--- src/design/host_port_pkg.sv ---
// Constants for the display module host port: cycle kinds, timing, modes.
// Assumes a single 200 MHz clock; all host pins are synchronous to it.
package host_port_pkg;

    // ----------------------------------------------------------------
    // Timing
    // ----------------------------------------------------------------
    localparam int unsigned CLK_MHZ       = 200;
    localparam int unsigned INIT_TIME_MS  = 500;
    localparam int unsigned INIT_CYCLES   = INIT_TIME_MS * 1000 * CLK_MHZ;
    localparam int unsigned DATA_W        = 8;

    // ----------------------------------------------------------------
    // Pin levels
    // ----------------------------------------------------------------
    localparam logic MODE_STROBE_PAIR = 1'b0;
    localparam logic MODE_ENABLE_DIR  = 1'b1;
    localparam logic SEL_DATA         = 1'b0;
    localparam logic SEL_CMD_STATUS   = 1'b1;
    localparam logic DIR_WRITE        = 1'b0;
    localparam logic DIR_READ         = 1'b1;

    // ----------------------------------------------------------------
    // Port states
    // ----------------------------------------------------------------
    typedef enum logic [2:0] {
        ST_INIT = 3'h1,
        ST_IDLE = 3'h2,
        ST_BUSY = 3'h4
    } port_state_e;

endpackage

--- src/design/cycle_if.sv ---
// Interface carrying decoded host cycles from the pin decoder to the port core.
// Assumes one clock domain; all members are single-cycle pulses or levels.
`timescale 1ns/1ps
`default_nettype none
interface cycle_if;
    logic       wr_pulse;  // One-cycle pulse at the start of a write.
    logic       rd_active; // Level while a read cycle is in progress.
    logic       sel;       // Command/data select sampled with the cycle.
    logic [7:0] wdata;     // Byte captured on a write.

    modport decoder (output wr_pulse, rd_active, sel, wdata);
    modport core    (input  wr_pulse, rd_active, sel, wdata);
endinterface
`default_nettype wire

--- src/design/cycle_decoder.sv ---
// Decodes the raw host strobes into write pulses and read levels.
// Assumes pins are already synchronous to clk and the mode strap is stable.
`timescale 1ns/1ps
`default_nettype none
module cycle_decoder
    import host_port_pkg::*;
(
    input  wire logic       clk,             // System clock.
    input  wire logic       reset_n,         // Synchronous reset, active low.
    input  wire logic       mode,            // Bus convention strap.
    input  wire logic       cs_n,            // Chip select, active low.
    input  wire logic       cmd_data_select, // Command/data select.
    input  wire logic       rd_pin,          // Read strobe or enable.
    input  wire logic       wr_pin,          // Write strobe or direction.
    input  wire logic [7:0] data_in,         // Host data bus input.
    input  wire logic       hold,            // Ignore cycles while set.
    cycle_if.decoder        cyc              // Decoded cycles.
);
    // ----------------------------------------------------------------
    // Strobe decode
    // ----------------------------------------------------------------
    wire sp_wr  = (mode == MODE_STROBE_PAIR) && !wr_pin;
    wire sp_rd  = (mode == MODE_STROBE_PAIR) && !rd_pin && wr_pin;
    wire ed_wr  = (mode == MODE_ENABLE_DIR) && rd_pin && (wr_pin == DIR_WRITE);
    wire ed_rd  = (mode == MODE_ENABLE_DIR) && rd_pin && (wr_pin == DIR_READ);
    wire sel_ok = !cs_n && !hold;
    wire wr_now = sel_ok && (sp_wr || ed_wr);
    wire rd_now = sel_ok && (sp_rd || ed_rd);

    logic wr_last;

    always_ff @(posedge clk) begin
        if (!reset_n) begin
            wr_last       <= 1'b0;
            cyc.wr_pulse  <= 1'b0;
            cyc.rd_active <= 1'b0;
            cyc.sel       <= SEL_DATA;
            cyc.wdata     <= 8'h00;
        end else begin
            wr_last       <= wr_now;
            cyc.wr_pulse  <= wr_now && !wr_last;
            cyc.rd_active <= rd_now;
            cyc.sel       <= cmd_data_select;
            if (wr_now && !wr_last) begin
                cyc.wdata <= data_in;
            end
        end
    end

    a_write_single: assert property (@(posedge clk) disable iff (!reset_n)
        cyc.wr_pulse |=> !cyc.wr_pulse) else $error("write pulse longer than one cycle");
endmodule
`default_nettype wire

--- src/design/display_host_port.sv ---
// Host parallel port of the display module: decodes host cycles, holds the
// busy line during power-up initialisation and command work, and drives reads.
// Assumes host pins synchronous to clk and a stable convention strap.
//
// Notes on behaviour
// - In strobe-pair mode a low write pin writes a byte into the device.
// - In enable-plus-direction mode the write pin is high for read, low for write.
// - While reset is low the controller is fully reset.
// - All bytes use one shared eight-bit bus, driven by the device only on reads.
// - An attention output tells the host that controller status changed.
// - The busy line is driven low while the controller is busy.
// - After power-up the device initialises itself for about half a second.
// - Select low means data cycles, high means status read or command write.
// - Cycles are served only while chip select is low.
// - The read pin is a low read strobe or a high enable, by convention.
`timescale 1ns/1ps
`default_nettype none
module display_host_port
    import host_port_pkg::*;
#(
    parameter int unsigned INIT_COUNT = INIT_CYCLES, // Power-up initialisation cycles.
    parameter int unsigned CMD_BUSY   = 4            // Busy cycles after a command.
) (
    input  wire logic       clk,             // System clock, 200 MHz.
    input  wire logic       reset_n,         // Synchronous reset, active low.
    input  wire logic       mode,            // Convention strap, 0 strobe pair.
    input  wire logic       cs_n,            // Chip select, active low.
    input  wire logic       cmd_data_select, // Command/data select.
    input  wire logic       rd_pin,          // Read strobe or enable.
    input  wire logic       wr_pin,          // Write strobe or direction.
    input  wire logic [7:0] data_in,         // Host data bus input.
    output logic      [7:0] data_out,        // Host data bus output.
    output logic            data_oe,         // Data bus output enable.
    output logic            attention,       // Status change indication.
    output logic            busy_n,          // Busy/hold, active low.
    output logic      [7:0] data_byte,       // Last data byte written.
    output logic            data_strobe,     // Pulse on each data write.
    output logic      [7:0] cmd_byte,        // Last command byte written.
    output logic            cmd_strobe       // Pulse on each command write.
);
    // The busy counter and its assertion bound serve at most 255 command cycles.
    if (INIT_COUNT < 1 || CMD_BUSY < 1 || CMD_BUSY > 255) begin : g_bad_param
        $error("display_host_port: bad parameter");
    end

    // ----------------------------------------------------------------
    // Cycle decode
    // ----------------------------------------------------------------
    cycle_if     cyc ();
    port_state_e state;
    port_state_e next_state;
    logic [31:0] count;
    logic [7:0]  status;
    logic [7:0]  next_status;
    logic [7:0]  read_mux;

    // Busy hides cycles from the decoder, so a host that ignores the line
    // loses its cycle rather than corrupting a command in progress.
    wire hold = (state != ST_IDLE);

    cycle_decoder u_dec (
        .clk             (clk),
        .reset_n         (reset_n),
        .mode            (mode),
        .cs_n            (cs_n),
        .cmd_data_select (cmd_data_select),
        .rd_pin          (rd_pin),
        .wr_pin          (wr_pin),
        .data_in         (data_in),
        .hold            (hold),
        .cyc             (cyc)
    );

    wire data_wr = cyc.wr_pulse && (cyc.sel == SEL_DATA);
    wire cmd_wr  = cyc.wr_pulse && (cyc.sel == SEL_CMD_STATUS);

    // ----------------------------------------------------------------
    // State machine
    // ----------------------------------------------------------------
    wire count_done = (count == 32'h0);

    always_comb begin
        next_state = state;
        unique case (state)
            ST_INIT: begin
                if (count_done) next_state = ST_IDLE;
            end
            ST_IDLE: begin
                if (cmd_wr) next_state = ST_BUSY;
            end
            ST_BUSY: begin
                if (count_done) next_state = ST_IDLE;
            end
            default: next_state = ST_INIT;
        endcase
    end

    // Status: bit 0 ready, bit 1 command seen, bits 7:2 zero.
    assign next_status = {6'h00, cmd_wr | status[1], next_state == ST_IDLE};
    assign read_mux    = (cyc.sel == SEL_CMD_STATUS) ? status : data_byte;

    always_ff @(posedge clk) begin
        if (!reset_n) begin
            state <= ST_INIT;
            count <= INIT_COUNT - 1;
        end else begin
            state <= next_state;
            if (state == ST_IDLE && cmd_wr) begin
                count <= CMD_BUSY - 1;
            end else if (!count_done) begin
                count <= count - 32'h1;
            end
        end
    end

    // ----------------------------------------------------------------
    // Host-facing outputs
    // ----------------------------------------------------------------
    always_ff @(posedge clk) begin
        if (!reset_n) begin
            status      <= 8'h00;
            attention   <= 1'b0;
            busy_n      <= 1'b0;
            data_oe     <= 1'b0;
            data_out    <= 8'h00;
            data_byte   <= 8'h00;
            data_strobe <= 1'b0;
            cmd_byte    <= 8'h00;
            cmd_strobe  <= 1'b0;
        end else begin
            status      <= next_status;
            attention   <= (next_status != status);
            busy_n      <= (next_state == ST_IDLE);
            data_oe     <= cyc.rd_active;
            data_out    <= read_mux;
            data_strobe <= data_wr;
            cmd_strobe  <= cmd_wr;
            if (data_wr) data_byte <= cyc.wdata;
            if (cmd_wr)  cmd_byte  <= cyc.wdata;
        end
    end

    a_busy_matches_state: assert property (@(posedge clk) disable iff (!reset_n)
        busy_n == (state == ST_IDLE)) else $error("busy line disagrees with state");
    a_bus_only_read: assert property (@(posedge clk) disable iff (!reset_n)
        data_oe |-> $past(cyc.rd_active)) else $error("bus driven outside a read");
    a_reset_releases_bus: assert property (@(posedge clk)
        !reset_n |=> !data_oe && !busy_n) else $error("bus or busy wrong after reset");
    a_cmd_makes_busy: assert property (@(posedge clk) disable iff (!reset_n)
        cmd_wr && state == ST_IDLE |=> state == ST_BUSY ##1 !busy_n)
        else $error("command did not raise busy");
    a_cmd_busy_ends: assert property (@(posedge clk) disable iff (!reset_n)
        $rose(state == ST_BUSY) |-> ##[1:255] state == ST_IDLE)
        else $error("busy after command never ended");
    a_attention_on_change: assert property (@(posedge clk) disable iff (!reset_n)
        $changed(status) |-> attention) else $error("status change without attention");
    a_data_write_kind: assert property (@(posedge clk) disable iff (!reset_n)
        data_strobe |-> $past(cyc.sel) == SEL_DATA && !cmd_strobe)
        else $error("data strobe on command cycle");
endmodule
`default_nettype wire

--- config.mk ---
export PLATFORM = sky130hd
export DESIGN_NAME = display_host_port
export DESIGN_NICKNAME = d
export VERILOG_FILES = /design/src/design/host_port_pkg.sv /design/src/design/cycle_if.sv /design/src/design/cycle_decoder.sv /design/src/design/display_host_port.sv
export SDC_FILE = /design/constraint.sdc
export NUM_CORES = 1
export LEC_CHECK = 0
export ABC_CLOCK_PERIOD_IN_PS = 4000
export BUFFER_PORTS_ARGS = -buffer_cell sky130_fd_sc_hd__buf_4
export CAP_MARGIN = 20
export CORE_MARGIN = 2
export CORE_UTILIZATION = 42
export DETAILED_ROUTE_END_ITERATION = 10
export PLACE_DENSITY = 0.71
export SYNTH_ARGS = -nofsm -noshare
export SYNTH_HDL_FRONTEND = slang
export SYNTH_SLANG_ARGS = --single-unit
--- constraint.sdc ---
create_clock -name clk -period 4 [get_ports clk]
set_input_delay 0.6 -clock clk [delete_from_list [all_inputs] [get_ports clk]]
set_output_delay 0.6 -clock clk [all_outputs]
set_load 0.01 [all_outputs]
==> results by group <==
Die
  – Die Span Y: 90.4 um
  – Die ar.: 8170 um2
  – # IOs: 44
  – Row Count: 31
  – Initial Util: 43.2%
  – Core area: 7250 um2
  – Die width: 90.4 um

Power and ir drop
  – VDD IR max: 275 uV
  – LEAKAGE: 0.00136 uW
  – PwrDens: 377 nW/um2

Clock network
  – Post-CTS Setup Repair Bufs: 0
  – Root Buffer: clkbuf_8
  – Clk slew on worst S/H paths: 0.08 ns
  – Cts hold-fix bufs: 0
  – CTS tree: built
  – Clk sinks: 77
  – Worst-skew pair later-pin latency: 0.36 ns
  – H-tree depth: 3
  – Number of buffers created by CTS: 9
  – Clock buffer depth: 2
  – Cts repair resizes: 0

Synth
  – Synth cell types: 45
  – Mapped Avg Cell Area: 8.90 um2
  – Sequential fraction of the synthesis area: 49.2%
  – Ys flop type: dfxtp_1
  – Syn_nets: 368
  – Synth Cell Area: 3130 um2
  – Yosys warns: 0
  – Seq cells post-synth: 77
  – Async set or reset register ratio after synthesis: 0%
  – EDFF count, synth: 0
  – Mapped Cells: 352

Job
  – Max Cap Viol: 0

STA
  – RSZ-0062 raised after global routing: no
  – Relative slew slack: 51.9%
  – Fin. max-slew vios: 0
  – Final period utilization: 62.3%
  – Final Hold Viols: 0
  – Total negative slack: 0 ns
  – Fmax: 0.401 GHz
  – Least-Margin Pin Slew: 0.716 ns
  – Crit path time final: 2.49 ns
  – Setup-failing EPs final: 0
  – Clk_skew: 0.00913 ns

Outcome
  – Status: finished, final reports clean

Critical path
  – CP Launch Type: flip-flop
  – Crit path required time: 4.28 ns
  – Critical path arrival: 2.77 ns
  – Max Fanout on Critical Path: 11
  – CP Class: flip-flop to flip-flop
  – CP Capture Type: flip-flop

Global routing
  – Largest net degree at the start of global routing: 28
  – Vias in the first global route: 2454
  – First-pass GRT wire length: 11600 um
  – Total global-route track usage: 17.7%
  – Initial antenna violation count: 0
  – Remaining global-route overflow: 0

Cells and area
  – Final net count: 409
  – # diodes: 0
  – Final core utilization: 51.8%
  – Share of cells above drive strength 1: 17.6%
  – P&R area growth vs syn: 19.8%

Route
  – WL/cell: 13.9 um
  – Post-route ant nets: 0
  – Total number of vias: 2676
  – Total wire length: 6920 um
  – Pre-antenna DRT Iters: 4
  – DRC viols: 0
  – Iteration-0 DRC Markers: 184
  – Via/cell ratio: 5.38

Placement
  – Detail Placement HPWL: 4800 um
  – Input/output buffers: 43
  – GPL Wtd Cong: 0.819

Hold path
  – Hold crit path type: input port to flip-flop
## stage by stage
step	instance area [um2]	power (uW)	setup WS [ns]	hold WS, ns	std cells
global route	3760	1470	1.22	0.427	497
CTS	3760	1430	1.50	0.421	497
floorplan	3130	810	1.92	0.399	352
detailed placement	3550	828	1.53	0.428	481
global placement	3550	827	1.59	0.422	480
finish	3760	1410	1.51	0.435	497
## cells in the mapped netlist (2+ instances only)
master,count,area [um2]
a21oi_1,29,145
buf_1,5,18.8
nor4b_1,2,17.5
or4b_1,2,20.0
nand2_1,41,154
xnor2_1,3,26.3
clkbuf_1,12,45.0
nand2b_1,4,25.0
o31a_1,2,17.5
nor3_1,6,30.0
mux2i_1,11,110
xor2_1,10,87.6
o311ai_0,5,43.8
nand3_1,5,25.0
o21ai_0,24,120
o31ai_1,4,30.0
o41ai_1,5,43.8
nand4_1,7,43.8
and4_1,2,17.5
or3_1,11,68.8
a31oi_1,3,18.8
o211ai_1,7,52.6
nor2_1,38,143
nor4_1,4,25.0
and2_1,10,62.6
dfxtp_1,77,1540
inv_1,5,18.8
## cell type report
cell class | instances | area [um2]
clock buffer | 9 | 124
multi-input combinational | 253 | 1520
clock inverter | 7 | 78.8
inverter | 5 | 18.8
tap | 99 | 124
sequential | 77 | 1540
timing repair buffer | 47 | 353
fill | 667 | 3500
## path summary, 6_finish.rpt
check	from	end	slack, ns	cells past startpoint
worst min-delay path	wr_pin	u_dec.wr_last$_SDFF_PN0_	0.43	2
worst max register to register	count[8]$_SDFFE_PP0N_	count[8]$_SDFFE_PP0N_	1.51	5
worst max-delay path	count[8]$_SDFFE_PP0N_	count[8]$_SDFFE_PP0N_	1.51	5
worst min register to register	u_dec.cyc.rd_active$_SDFF_PN0_	data_oe$_SDFF_PN0_	0.44	1
## placed cells by master (no fill, tap or decap), types with 2 or more instances in the layout
master	n
buf_4	47
or3_1	11
and4_1	2
xor2_1	10
xnor2_1	3
o41ai_1	5
and2_1	10
nand3_1	5
nor4_1	4
mux2i_1	11
inv_1	5
or4b_1	2
o31ai_1	4
dfxtp_1	77
o311ai_0	5
nand2b_1	4
nor3_1	6
clkbuf_8	9
nand2_1	41
a21oi_1	29
nand4_1	7
o211ai_1	7
inv_6	4
a31oi_1	3
nor2_1	38
o31a_1	2
o21ai_0	24
## critical path, cell delays in order, from the launching register on
cell     delay, ns
dfxtp_1       0.35
nor4_1        0.58
nand4_1       0.45
o31ai_1       0.72
o21ai_0       0.17
a21oi_1       0.15
## power breakdown
part / internal (uW) / leakage [uW] / total, uW / switching [uW]
sequential: 769 / 0.000622 / 773 / 3.85
combinational: 15.8 / 0.000632 / 37.8 / 22.0
clock: 297 / 0.000105 / 604 / 307
total: 1080 / 0.00136 / 1410 / 333
## routing by layer
layer	part of all wire, %	vias to the layer above	global-route usage [%]
met5	0	-	0
met4	1.7	0	7.31
met3	3.4	9	4.34
met2	47	41	27.6
met1	48	1287	23.5
li1	-	1339	-
## sequential cells by signal (all words and copies together), names as in the netlist, 2 cells and up
| register | flops |
|---|---|
| status | 2 |
| count | 32 |
| data_byte | 8 |
| state | 3 |
| cmd_byte | 8 |
| data_out | 8 |
| u_dec.cyc.wdata | 8 |
## logic make-up (layout without fill, tap and decap cells)
logic type	count (synthesis)	in the layout	synth area share (%)
buffers and inverters	22	68	2.63
adders and majority gates	1	1	0.399
xor gates and xnor gates	13	13	3.63
AOI/OAI and AO/OA	84	84	16.3
muxes	11	11	3.51
DFF	77	77	49.2
and+or+nand+nor	144	144	24.3
Power figures use the tool's default switching activity.
